--- src/rtl/usb_ctrl_pkg.sv ---
// Purpose: Constants and types for the USB device control and status block
// Assumes: 125 MHz system clock, 16-bit registers on 32-bit word boundaries
// Notes: Offsets are byte offsets from the peripheral base
// How it works
// - Control bits 15..8 hold eight interrupt masks
// - Mask one lets its flag request interrupt
// - Control resets to 0x0003, low five controls
// - Idle 3 ms raises request; software sets sleep
// - Force sleep enters suspend; low power separate
// - Activity in suspend clears low power asynchronously
// - Power off disconnects transceiver, peripheral halted
// - Force reset acts as bus reset, raises flag
// - Status resets zero; flags, direction, endpoint field
// - Enabled flags share one interrupt request
// - Request stays while enabled flag remains set
// - Flags 14..8 cleared by writing zero only
// - Transfer done flag read-only, follows endpoint pending
// - Endpoint completion condition ignores transfer mask
// - Direction and endpoint field name highest-priority pending endpoint
// - Overrun sets flag; withholds ACK on receive, else forces stuff error
// - Fault flag set by four error kinds
// - Sixteen-bit registers, half-word or word access
// - Offsets from 0x40005C00; packet memory at 0x40006000
// - Direction zero for IN, one when receive pending
// - Isochronous endpoints first, then lowest number wins
// - Wake flag on suspend activity, clears low power
// - Missed frame flag; three misses raise idle request
package usb_ctrl_pkg;
   localparam logic [31:0] PERIPH_BASE = 32'h40005C00;
   localparam logic [31:0] PACKET_MEM_BASE = 32'h40006000;
   localparam logic [7:0] OFS_CONTROL = 8'h40;
   localparam logic [7:0] OFS_STATUS = 8'h44;
   localparam logic [15:0] CONTROL_RESET = 16'h0003;
   localparam logic [15:0] STATUS_RESET = 16'h0000;
   localparam logic [15:0] CONTROL_WMASK = 16'hFF1F;
   localparam int BIT_RESUME = 4;
   localparam int BIT_SLEEP = 3;
   localparam int BIT_LOWPOW = 2;
   localparam int BIT_POWOFF = 1;
   localparam int BIT_FRESET = 0;
   localparam int FLG_DONE = 7;
   localparam int FLG_OVR = 6;
   localparam int FLG_FAULT = 5;
   localparam int FLG_WAKE = 4;
   localparam int FLG_IDLE = 3;
   localparam int FLG_BRST = 2;
   localparam int FLG_SOF = 1;
   localparam int FLG_MISS = 0;
   localparam int BIT_DIR = 4;
   localparam logic [1:0] MISS_LIMIT = 2'h3;
   localparam int NUM_EP = 8;

   typedef struct packed {
      logic hostTimeout;
      logic crcFault;
      logic bitStuffFault;
      logic framingViolation;
   } fault_t;

   typedef struct packed {
      logic frameStart;
      logic frameMissed;
      logic busReset;
      logic busActivity;
      logic memOverrun;
      logic overrunRx;
   } bus_evt_t;

   typedef struct packed {
      logic [NUM_EP-1:0] rxPending;
      logic [NUM_EP-1:0] txPending;
      logic [NUM_EP-1:0] isoOrDbl;
   } ep_state_t;
endpackage

--- src/rtl/usb_device_control_and_irq_status.sv ---
// Purpose: Control and interrupt status registers of a USB device core
// Assumes: Bus and event inputs on clk; activity pin is asynchronous
// Notes: Low power bit clears without a clock on line activity in suspend
`timescale 1ns/1ps
module usb_device_control_and_irq_status (
   input wire logic clk, // System clock
   input wire logic nrst, // Synchronous reset, active low
   input wire logic sel, // Register access select
   input wire logic wr, // Write strobe
   input wire logic [7:0] addr, // Byte offset
   input wire logic [1:0] size, // 1 half-word, 2 word
   input wire logic [31:0] wdata, // Write data
   output logic [31:0] rdata, // Read data
   input wire logic wakeActivity, // Async line activity pin
   input wire usb_ctrl_pkg::bus_evt_t busEvt, // Protocol events
   input wire usb_ctrl_pkg::fault_t faults, // Protocol errors
   input wire usb_ctrl_pkg::ep_state_t epState, // Endpoint pending bits
   output logic irq, // Shared interrupt request
   output logic epIrq, // Endpoint completion interrupt
   output logic wakeupLine, // Wakeup to rest of device
   output logic suspended, // Suspend mode active
   output logic lowPower, // Transceiver low power
   output logic powerOff, // Analog parts off
   output logic coreReset, // Protocol engine held reset
   output logic resumeDrive, // Send resume to host
   output logic ackInhibit, // Withhold ACK on overrun
   output logic stuffErrForce // Force stuff error on overrun
);
   logic [7:0] maskBits;
   logic resumeBit, sleepBit, powOffBit, fresBit;
   logic [6:0] flags;
   logic doneFlag;
   logic dirBit;
   logic [3:0] epId;
   logic lowPowBit;
   logic lpClrAsync;
   logic lpSet;
   logic actMeta, actSync, actPrev;
   logic [1:0] missCount;
   logic ctlWr, statWr;
   logic wakeEvt, idleEvt, brstEvt, faultEvt;

   function automatic logic [4:0] pickEndpoint(
      input usb_ctrl_pkg::ep_state_t s);
      logic [usb_ctrl_pkg::NUM_EP-1:0] any;
      logic [4:0] res;
      any = s.rxPending | s.txPending;
      res = 5'h00;
      for (int i = usb_ctrl_pkg::NUM_EP - 1; i >= 0; i--) begin
         if (any[i] && !s.isoOrDbl[i]) begin
            res = {1'b1, i[3:0]};
         end
      end
      for (int i = usb_ctrl_pkg::NUM_EP - 1; i >= 0; i--) begin
         if (any[i] && s.isoOrDbl[i]) begin
            res = {1'b1, i[3:0]};
         end
      end
      return res;
   endfunction

   // 16-bit registers; half-word and word both land on the low half
   assign ctlWr = sel && wr && addr == usb_ctrl_pkg::OFS_CONTROL
      && size != 2'h0;
   assign statWr = sel && wr && addr == usb_ctrl_pkg::OFS_STATUS
      && size != 2'h0;

   always_ff @(posedge clk) begin
      if (!nrst) begin
         actMeta <= 1'b0;
         actSync <= 1'b0;
         actPrev <= 1'b0;
      end else begin
         actMeta <= wakeActivity;
         actSync <= actMeta;
         actPrev <= actSync;
      end
   end

   assign wakeEvt = sleepBit && actSync && !actPrev;
   assign brstEvt = busEvt.busReset || fresBit;
   assign faultEvt = |faults;
   // Missed-frame counting runs only outside suspend
   assign idleEvt = !sleepBit && busEvt.frameMissed
      && missCount == usb_ctrl_pkg::MISS_LIMIT - 2'h1;

   always_ff @(posedge clk) begin
      if (!nrst) begin
         missCount <= 2'h0;
      end else if (sleepBit || brstEvt || busEvt.busActivity
            || busEvt.frameStart) begin
         missCount <= 2'h0;
      end else if (busEvt.frameMissed) begin
         missCount <= (missCount == usb_ctrl_pkg::MISS_LIMIT - 2'h1)
            ? 2'h0 : missCount + 2'h1;
      end
   end

   // Control register
   always_ff @(posedge clk) begin
      if (!nrst) begin
         maskBits <= usb_ctrl_pkg::CONTROL_RESET[15:8];
         resumeBit <= usb_ctrl_pkg::CONTROL_RESET[usb_ctrl_pkg::BIT_RESUME];
         sleepBit <= usb_ctrl_pkg::CONTROL_RESET[usb_ctrl_pkg::BIT_SLEEP];
         powOffBit <= usb_ctrl_pkg::CONTROL_RESET[usb_ctrl_pkg::BIT_POWOFF];
         fresBit <= usb_ctrl_pkg::CONTROL_RESET[usb_ctrl_pkg::BIT_FRESET];
      end else if (ctlWr) begin
         maskBits <= wdata[15:8];
         resumeBit <= wdata[usb_ctrl_pkg::BIT_RESUME];
         sleepBit <= wdata[usb_ctrl_pkg::BIT_SLEEP];
         powOffBit <= wdata[usb_ctrl_pkg::BIT_POWOFF];
         fresBit <= wdata[usb_ctrl_pkg::BIT_FRESET];
      end
   end

   // Low power: set by software, cleared async by raw activity
   assign lpClrAsync = wakeActivity && sleepBit;
   assign lpSet = ctlWr && wdata[usb_ctrl_pkg::BIT_LOWPOW];
   always_ff @(posedge clk or posedge lpClrAsync) begin
      if (lpClrAsync) begin
         lowPowBit <= 1'b0;
      end else if (!nrst) begin
         lowPowBit <= usb_ctrl_pkg::CONTROL_RESET[usb_ctrl_pkg::BIT_LOWPOW];
      end else if (ctlWr) begin
         lowPowBit <= lpSet;
      end
   end

   // Event flags: hardware set wins over a write of zero
   always_ff @(posedge clk) begin
      if (!nrst) begin
         flags <= usb_ctrl_pkg::STATUS_RESET[14:8];
      end else begin
         for (int i = 0; i < 7; i++) begin
            logic setIt;
            setIt = 1'b0;
            case (i)
               usb_ctrl_pkg::FLG_OVR: setIt = busEvt.memOverrun;
               usb_ctrl_pkg::FLG_FAULT: setIt = faultEvt;
               usb_ctrl_pkg::FLG_WAKE: setIt = wakeEvt;
               usb_ctrl_pkg::FLG_IDLE: setIt = idleEvt;
               usb_ctrl_pkg::FLG_BRST: setIt = brstEvt;
               usb_ctrl_pkg::FLG_SOF: setIt = busEvt.frameStart;
               default: setIt = busEvt.frameMissed;
            endcase
            if (setIt) begin
               flags[i] <= 1'b1;
            end else if (statWr && !wdata[8 + i]) begin
               flags[i] <= 1'b0;
            end
         end
      end
   end

   // Completion report follows endpoint pending bits
   always_ff @(posedge clk) begin
      logic [4:0] pick;
      pick = pickEndpoint(epState);
      if (!nrst) begin
         doneFlag <= 1'b0;
         dirBit <= 1'b0;
         epId <= 4'h0;
      end else begin
         doneFlag <= pick[4];
         if (pick[4]) begin
            epId <= pick[3:0];
            dirBit <= epState.rxPending[pick[2:0]];
         end
      end
   end

   always_ff @(posedge clk) begin
      if (!nrst) begin
         irq <= 1'b0;
         epIrq <= 1'b0;
      end else begin
         irq <= |({doneFlag, flags} & maskBits);
         epIrq <= |(epState.rxPending | epState.txPending);
      end
   end

   always_ff @(posedge clk) begin
      if (!nrst) begin
         wakeupLine <= 1'b0;
         suspended <= 1'b0;
         lowPower <= 1'b0;
         powerOff <= 1'b1;
         coreReset <= 1'b1;
         resumeDrive <= 1'b0;
         ackInhibit <= 1'b0;
         stuffErrForce <= 1'b0;
      end else begin
         wakeupLine <= wakeEvt;
         suspended <= sleepBit;
         lowPower <= lowPowBit && sleepBit;
         powerOff <= powOffBit;
         coreReset <= fresBit || powOffBit;
         resumeDrive <= resumeBit && !powOffBit;
         ackInhibit <= busEvt.memOverrun && busEvt.overrunRx;
         stuffErrForce <= busEvt.memOverrun && !busEvt.overrunRx;
      end
   end

   always_ff @(posedge clk) begin
      if (!nrst) begin
         rdata <= 32'h00000000;
      end else if (sel && !wr) begin
         unique case (addr)
            usb_ctrl_pkg::OFS_CONTROL: rdata <= {16'h0000, maskBits,
               3'h0, resumeBit, sleepBit, lowPowBit, powOffBit,
               fresBit};
            usb_ctrl_pkg::OFS_STATUS: rdata <= {16'h0000, doneFlag,
               flags, 3'h0, dirBit, epId};
            default: rdata <= 32'h00000000;
         endcase
      end
   end

   // Interrupt request from masked flags
   a_mask_gates_irq: assert property (
      @(posedge clk) disable iff (!nrst)
      (maskBits == 8'h00) |=> !irq)
      else $error("irq raised with all masks off");
   a_flag_drives_irq: assert property (
      @(posedge clk) disable iff (!nrst)
      |({doneFlag, flags} & maskBits) |=> irq)
      else $error("enabled flag gave no irq");
   a_irq_only_flags: assert property (
      @(posedge clk) disable iff (!nrst)
      !(|({doneFlag, flags} & maskBits)) |=> !irq)
      else $error("irq without an enabled flag");
   a_ctl_write_masks: assert property (
      @(posedge clk) disable iff (!nrst)
      ctlWr |=> maskBits == $past(wdata[15:8]))
      else $error("mask bits not written");

   // Event flags
   a_flag_write_one: assert property (
      @(posedge clk) disable iff (!nrst)
      (statWr && wdata[13] && flags[5]) |=> flags[5])
      else $error("writing one cleared fault flag");
   a_flag_held_one: assert property (
      @(posedge clk) disable iff (!nrst)
      (statWr && wdata[14:8] == 7'h7F)
      |=> (flags & $past(flags)) == $past(flags))
      else $error("writing ones cleared a flag");
   a_flag_clear_zero: assert property (
      @(posedge clk) disable iff (!nrst)
      (statWr && wdata[14:8] == 7'h00 && !busEvt.memOverrun && !faultEvt
      && !wakeEvt && !idleEvt && !brstEvt && !busEvt.frameStart
      && !busEvt.frameMissed) |=> flags == 7'h00)
      else $error("flags not cleared by zero");
   a_fault_sets_flag: assert property (
      @(posedge clk) disable iff (!nrst)
      faultEvt |=> flags[usb_ctrl_pkg::FLG_FAULT])
      else $error("fault not flagged");
   a_overrun_flag: assert property (
      @(posedge clk) disable iff (!nrst)
      busEvt.memOverrun |=> flags[usb_ctrl_pkg::FLG_OVR])
      else $error("overrun not flagged");
   a_idle_sets_flag: assert property (
      @(posedge clk) disable iff (!nrst)
      idleEvt |=> flags[usb_ctrl_pkg::FLG_IDLE])
      else $error("idle request not flagged");
   a_miss_sets_flag: assert property (
      @(posedge clk) disable iff (!nrst)
      busEvt.frameMissed |=> flags[usb_ctrl_pkg::FLG_MISS])
      else $error("missed frame not flagged");
   a_wake_sets_flag: assert property (
      @(posedge clk) disable iff (!nrst)
      wakeEvt |=> flags[usb_ctrl_pkg::FLG_WAKE] && wakeupLine)
      else $error("wake not flagged");

   // Power, reset and overrun controls
   a_freset_flags_reset: assert property (
      @(posedge clk) disable iff (!nrst)
      fresBit |=> flags[usb_ctrl_pkg::FLG_BRST] && coreReset)
      else $error("force reset not acting as bus reset");
   a_poweroff_holds: assert property (
      @(posedge clk) disable iff (!nrst)
      powOffBit |=> powerOff && coreReset)
      else $error("power off not applied");
   a_sleep_shown: assert property (
      @(posedge clk) disable iff (!nrst)
      1'b1 |=> suspended == $past(sleepBit))
      else $error("suspend output does not follow sleep bit");
   a_lowpow_needs_sleep: assert property (
      @(posedge clk) disable iff (!nrst)
      !sleepBit |=> !lowPower)
      else $error("low power without suspend");
   a_lp_async_clear: assert property (
      @(posedge clk) disable iff (!nrst)
      lpClrAsync |-> !lowPowBit)
      else $error("activity left low power set");
   a_resume_drive: assert property (
      @(posedge clk) disable iff (!nrst)
      (resumeBit && !powOffBit) |=> resumeDrive)
      else $error("resume not driven");
   a_overrun_response: assert property (
      @(posedge clk) disable iff (!nrst)
      busEvt.memOverrun |=> (ackInhibit ^ stuffErrForce))
      else $error("overrun response missing");

   // Endpoint completion report
   a_ep_irq_active: assert property (
      @(posedge clk) disable iff (!nrst)
      (|epState.rxPending) |=> epIrq)
      else $error("endpoint irq missing");
   a_ep_irq_idle: assert property (
      @(posedge clk) disable iff (!nrst)
      (epState.rxPending == '0 && epState.txPending == '0) |=> !epIrq)
      else $error("endpoint irq without pending");
   a_done_follows_ep: assert property (
      @(posedge clk) disable iff (!nrst)
      1'b1 |=> doneFlag == $past(|(epState.rxPending | epState.txPending)))
      else $error("transfer done flag not following endpoints");
   a_dir_for_in: assert property (
      @(posedge clk) disable iff (!nrst)
      (epState.rxPending == '0 && epState.txPending != '0) |=> !dirBit)
      else $error("direction not IN");
   a_dir_receive: assert property (
      @(posedge clk) disable iff (!nrst)
      (epState.rxPending != '0 && epState.txPending == '0) |=> dirBit)
      else $error("direction not OUT");

   // Register read data
   a_ctl_reserved: assert property (
      @(posedge clk) disable iff (!nrst)
      (sel && !wr && addr == usb_ctrl_pkg::OFS_CONTROL)
      |=> rdata[31:16] == 16'h0000 && rdata[7:5] == 3'h0)
      else $error("control reserved bits not zero");
   a_sts_reserved: assert property (
      @(posedge clk) disable iff (!nrst)
      (sel && !wr && addr == usb_ctrl_pkg::OFS_STATUS)
      |=> rdata[31:16] == 16'h0000 && rdata[7:5] == 3'h0)
      else $error("status reserved bits not zero");
   a_unmapped_zero: assert property (
      @(posedge clk) disable iff (!nrst)
      (sel && !wr && addr != usb_ctrl_pkg::OFS_CONTROL
      && addr != usb_ctrl_pkg::OFS_STATUS) |=> rdata == 32'h00000000)
      else $error("unmapped read not zero");

   // Main scenarios
   c_irq_raised: cover property (@(posedge clk) disable iff (!nrst)
      !irq ##1 irq);
   c_idle_request: cover property (@(posedge clk) disable iff (!nrst)
      idleEvt);
   c_wake_event: cover property (@(posedge clk) disable iff (!nrst)
      wakeEvt);
   c_overrun_rx: cover property (@(posedge clk) disable iff (!nrst)
      busEvt.memOverrun && busEvt.overrunRx);
   c_ep_done: cover property (@(posedge clk) disable iff (!nrst)
      doneFlag && irq);
endmodule // usb_device_control_and_irq_status

--- config.mk ---
export PLATFORM = sky130hd
export DESIGN_NAME = usb_device_control_and_irq_status
export DESIGN_NICKNAME = d
export VERILOG_FILES = /design/src/rtl/usb_ctrl_pkg.sv /design/src/rtl/usb_device_control_and_irq_status.sv
export SDC_FILE = /design/constraint.sdc
export NUM_CORES = 1
export LEC_CHECK = 0
export BUFFER_PORTS_ARGS = -buffer_cell sky130_fd_sc_hd__buf_2
export CAP_MARGIN = 20
export CORE_UTILIZATION = 45
export DETAILED_ROUTE_END_ITERATION = 12
export PLACE_DENSITY = 0.78
export SLEW_MARGIN = 30
export SYNTH_ARGS = -nofsm -noshare
export SYNTH_HDL_FRONTEND = slang
export SYNTH_SLANG_ARGS = --single-unit
--- constraint.sdc ---
create_clock -name clk -period 0.8 [get_ports clk]
set_clock_uncertainty 0.1 [all_clocks]
set_input_delay 0.16 -clock clk [delete_from_list [all_inputs] [get_ports clk]]
set_output_delay 0.16 -clock clk [all_outputs]
set_load 0.1 [all_outputs]
After elaboration in Yosys (flattened, before gate mapping)
Index checks and enable logic that the tools add are counted.

storage, ports and cells
  register bits after elaboration = 73
  input port bits = 81
  output and inout bits = 42
  logic and storage cells = 159

cells by class
  add/sub/neg operators = 1
  order comparisons = 1
  eq/ne operators = 4
  multiplexer cells = 43
  bitwise operators = 3
  reduce and logical (&&, ||, !) cells = 76

operator list
  kind                                                                   count
  5-bit two-way mux                                                      16
  1-bit logical AND                                                      39
  16-bit one-hot mux with 2 select lines                                 1
  1-bit two-way mux                                                      24
  1-bit logical NOT                                                      20
  8-bit by 7-bit == test with 1-bit output (second input constant)       2
  2-bit nonzero test                                                     8
  8-bit OR reduction                                                     2
  8-bit AND                                                              1
  8-bit OR                                                               1
  1-bit logical OR                                                       5
  3-bit by 4-bit < comparator with 1-bit output (second input constant)  1
  4-bit OR reduction                                                     1
  1-bit binary-select mux with 3-bit select                              1
  2-bit by 1-bit adder with 2-bit output (second input constant)         1
  2-bit == test (second input constant)                                  1
  2-bit two-way mux                                                      1
  2-bit by 1-bit != test with 1-bit output (second input constant)       1
  2-bit OR reduction                                                     1
  1-bit inverter                                                         1

Depth between registers and ports, before layout
  depth after elaboration = 20
  depth in mapped cells = 7
  mapped depth without buffers = 7

Least setup slack after synthesis
Ideal clock, no wire load.

  path kind = input to register
  from = input port addr[4]
  to = register fresBit
  library setup time = 126 ps
  arrival time = 1373 ps
  data required time = 574 ps
  path slack = -799 ps
  cell stages on the path = 6
  path buffers = 1
  cell sequence = nor4b_2 nand2_1 nor3_2 buf_4 mux2i_1 nand2_1

between the ends
  longest elaborated chain between the ends = 3

RTL lines
  item                                      RTL line                                  RTL
  start: declaration                        usb_device_control_and_irq_status.sv:10   input wire logic [7:0] addr,
  8-bit by 7-bit == test with 1-bit output  usb_device_control_and_irq_status.sv:63   assign ctlWr = sel && wr && addr == usb_ctrl_pkg::OFS_CONTROL
  1-bit logical AND                         usb_device_control_and_irq_status.sv:63
  1-bit logical AND                         usb_device_control_and_irq_status.sv:64   && size != 2'h0;
  end signal: assignment                    usb_device_control_and_irq_status.sv:106  fresBit <= usb_ctrl_pkg::CONTROL_RESET[usb_ctrl_pkg::BIT_FRESET];
  end signal: assignment                    usb_device_control_and_irq_status.sv:112  fresBit <= wdata[usb_ctrl_pkg::BIT_FRESET];
  end: declaration                          usb_device_control_and_irq_status.sv:30   logic resumeBit, sleepBit, powOffBit, fresBit;

Every way passes these cells.
A chain may end at the register's enable or synchronous reset.

Worst setup path after layout
  from = input port epState[9] (netlist name)
  to = register dirBit

between the ends
  longest elaborated chain between the ends = 14
  elaborated cells on any way between the ends = 15

RTL lines
  item                                       RTL line                                  RTL
  start: declaration                         usb_device_control_and_irq_status.sv:17   input wire usb_ctrl_pkg::ep_state_t epState,
  8-bit OR (*)                               usb_device_control_and_irq_status.sv:47   any = s.rxPending | s.txPending;
  1-bit logical AND                          usb_device_control_and_irq_status.sv:50   if (any[i] && !s.isoOrDbl[i]) begin
  5-bit two-way mux (2 in a row)             usb_device_control_and_irq_status.sv:50
  5-bit two-way mux (6 in a row)             usb_device_control_and_irq_status.sv:55   if (any[i] && s.isoOrDbl[i]) begin
  5-bit two-way mux (*) (2 in a row)         usb_device_control_and_irq_status.sv:55
  1-bit binary-select mux with 3-bit select  usb_device_control_and_irq_status.sv:167  dirBit <= epState.rxPending[pick[2:0]];
  1-bit two-way mux (not written as such)    usb_device_control_and_irq_status.sv:167
  end signal: assignment                     usb_device_control_and_irq_status.sv:167
  end: declaration                           usb_device_control_and_irq_status.sv:33   logic dirBit;

Mark *: on every way between the ends. The rest lies on a longest branch, timed or not. The select of a mux whose other input is x is not followed.

==> key figures <==
CTS
  – H-tree depth: 2
  – Num CTS Buffers: 5
  – TritonCTS Sinks: 53
  – Clk pin slew, worst setup/hold paths: approximately 0.1 ns
  – Clk Latency, worst-skew pair: slightly above 0.3 ns
  – CTS tree: built
  – CTS Root Cell: clkbuf_8
  – Maximum buffer depth of the clock tree: 2

Timing
  – Final period utilization: 200%
  – Tmin final: 1.60 ns
  – Fmax: 626 MHz
  – Setup violations, final: 72
  – Setup ws final: -0.798 ns
  – RSZ-0062 raised after global routing: yes
  – Post-route setup TNS: -25.83 ns
  – WHS: -0.0175 ns
  – Max Transition Viols Final: 0
  – Final hold violation count: 1

Yosys
  – Ys Warns: 0
  – Ys flop type: dfxtp_1
  – Mapped cell area: 0.00256 mm2
  – Async S/R FF share, synth: 1.89%
  – Syn_area_per_cell: 9.07 um2
  – Largest area contributor in the netlist: dfxtp_1
  – Top cells by area, synth: dfxtp_1, mux2i_1, buf_4
  – Synth cell types: 52
  – Post-Synthesis Cells: 282
  – Post-synth EDFFs: 0
  – Most common cell in the netlist: dfxtp_1
  – Post-synth top cells: dfxtp_1, nor2_1, mux2i_1
  – Synth top area share: 40.7%
  – Sequential fraction of the synthesis area: 41.7%
  – Yosys reg bits: 53

Drt
  – Routed vias/inst: 5.65
  – Routed Antenna Nets: 0
  – DR iter-0 viols: 150
  – Number of remaining DRC errors: 0
  – Pre-Repair DR Iteration Count: 5
  – Post-Route WL: 10000 um
  – WL/cell: 19.9 um
  – Vias: 2840

Critical path
  – Top Family by Delay on Critical Path: compound AO/OA/AOI/OAI gates
  – Slowest CP cell: a32o_1
  – Req. time, crit path: approximately 0.91 ns
  – Worst setup EP type: flop
  – CP max stage delay: just under 0.3 ns
  – Worst-path cell chain: buf_2 -> nor2_2 -> and4_4 -> a32oi_4 -> a32o_1 -> a311oi_1 -> o21ai_0 -> and3_1
  – CP Launch Type: input pin
  – Max FO, Critical Path: 4
  – Setup CP Type: in2reg
  – CP arrival: about 1.7 ns
  – WP buf/inv: 1

Finish
  – Post-layout nets: 511
  – Post-Layout Cell Count: 503
  – Synth-to-Final Area Change: 80.8%
  – Ratio of cells with drive above 1 in the final layout: 65.7%
  – Final Util: 84.0%
  – Antenna Cells: 0

Pwr
  – Tot Pwr: roughly 6.4 mW
  – Switching share of total power: 30.8%
  – Peak VDD IR: roughly 0.00082 V
  – Internal power: 4.44 mW
  – Clk network pwr share: 33.7%
  – Sequential share of power: between 40% and 50%
  – NetSw: 1.98 mW
  – Logic gate share of total power: around a quarter
  – Lkg Pwr: between 1.5 and 2 nW
  – PwrDens: 1390 mW/mm2

Outcome
  – Status: complete, but fails checks
  – Failing checks: hold timing, setup timing

Placement
  – HPWL after DPL: 5320 um
  – Placed insts: around 480
  – GP Congestion: 0.854
  – PortBufs: 84

Global routing
  – GRT Residual Overflow: 0
  – Largest net degree at the start of global routing: 27
  – GR Util All Layers: 26.7%
  – Vias in the first global route: about 2700
  – First-pass GRT wire length: 12500 um
  – Initial antenna violation count: 0

Floorplanning
  – IO Pins: 123
  – Initial Utilization: 46.5%
  – Die X: 77.4 um
  – Row cnt: 27
  – Die height: 77.4 um
  – Die footprint: 0.00599 mm2
  – Core area: 0.00551 mm2

Flow run
  – Number of max-cap violations: 0

Hold path
  – Type of the worst min-delay path: in2reg
-- tightest hold or removal path, cell delays in order --
cell and delay, ns:
buf_2 0.11, nand2_1 0.05, nor2_1 0.04
-- per-stage QoR --
step / cell area [um2] / setup slack [ns]
floorplan: 2920 / -0.794
detailed placement: 3940 / -1.07
global placement: 3940 / -0.990
finish: 4630 / -0.798
global route: 4630 / -0.841
CTS: 4330 / -0.703
-- cells in the final DEF, fill, tap and decap left out, types with 12 or more instances in the layout --
master,instances
dfxtp_2,16
buf_12,27
dfxtp_4,25
buf_6,12
conb_1,19
a21oi_1,16
nor2_1,32
mux2i_1,19
buf_2,56
buf_4,55
-- state kept, by name, indices dropped and copies added, names as in the netlist, 2 cells and up --
register and count:
flags 7, missCount 2, rdata 13, maskBits 8
epId 3
-- cells by family (layout without fill, tap and decap cells) --
kind of cell / after synthesis / count (layout) / share of synthesized area [%]
DFF: 53 / 53 / 41.7
and+or+nand+nor: 93 / 93 / 19.7
muxes: 28 / 28 / 11.0
AOI/OAI and AO/OA: 70 / 70 / 19.1
other: 1 / 19 / 0.147
buffers and inverters: 37 / 168 / 8.41
-- power groups by stage --
stage / Combinational, mW / Sequential, mW / Clock (mW)
final: 1.59 / 2.66 / 2.16
after global routing: 1.65 / 2.67 / 2.28
after CTS: 1.39 / 2.65 / 2.11
after detailed placement: 1.33 / 2.70 / 0
after global placement: 1.29 / 2.70 / 0
after floorplan: 0.880 / 2.75 / 0
-- per-layer routing --
metal / vias up / part of all wire (%) / GRT usage [%]
li1: 1266 / - / -
met1: 1374 / 37 / 28.5
met3: 51 / 5.3 / 5.76
met2: 149 / 54 / 50.5
met5: - / 0 / 0
met4: 0 / 4.3 / 10.4
-- final timing paths --
check                      slack [ns]  depth (start not counted)       endpoint    startpoint
max                             -0.80                          8         dirBit    epState[9]
min                             -0.02                          3  stuffErrForce     busEvt[1]
max reg2reg                     -0.55                          4         dirBit        dirBit
min reg2reg                      0.23                          3      lowPowBit      sleepBit
max in group asynchronous        0.27                          3      lowPowBit      sleepBit
min in group asynchronous        0.17                          3      lowPowBit  wakeActivity
-- layout make-up --
class / count / area (um2)
clock buffer: 5 / 68.8
timing repair buffer: 154 / 1430
inverter: 6 / 22.5
multi-input combinational: 210 / 1770
fill: 262 / 880
tap: 72 / 90.1
clock inverter: 3 / 65.1
sequential: 53 / 1180
-- repair_timing --
action | 4_1_cts | 5_1_grt
hold buffers | 2 | 1
buffers inserted | 9 | 8
pin swaps | 15 | 18
gates cloned | 0 | 1
setup endpoints to repair | 71 | 73
endpoints found under the hold margin | 5 | 5
gates resized for setup | 47 | 56
No activity file was read; power rests on OpenSTA's default activity.
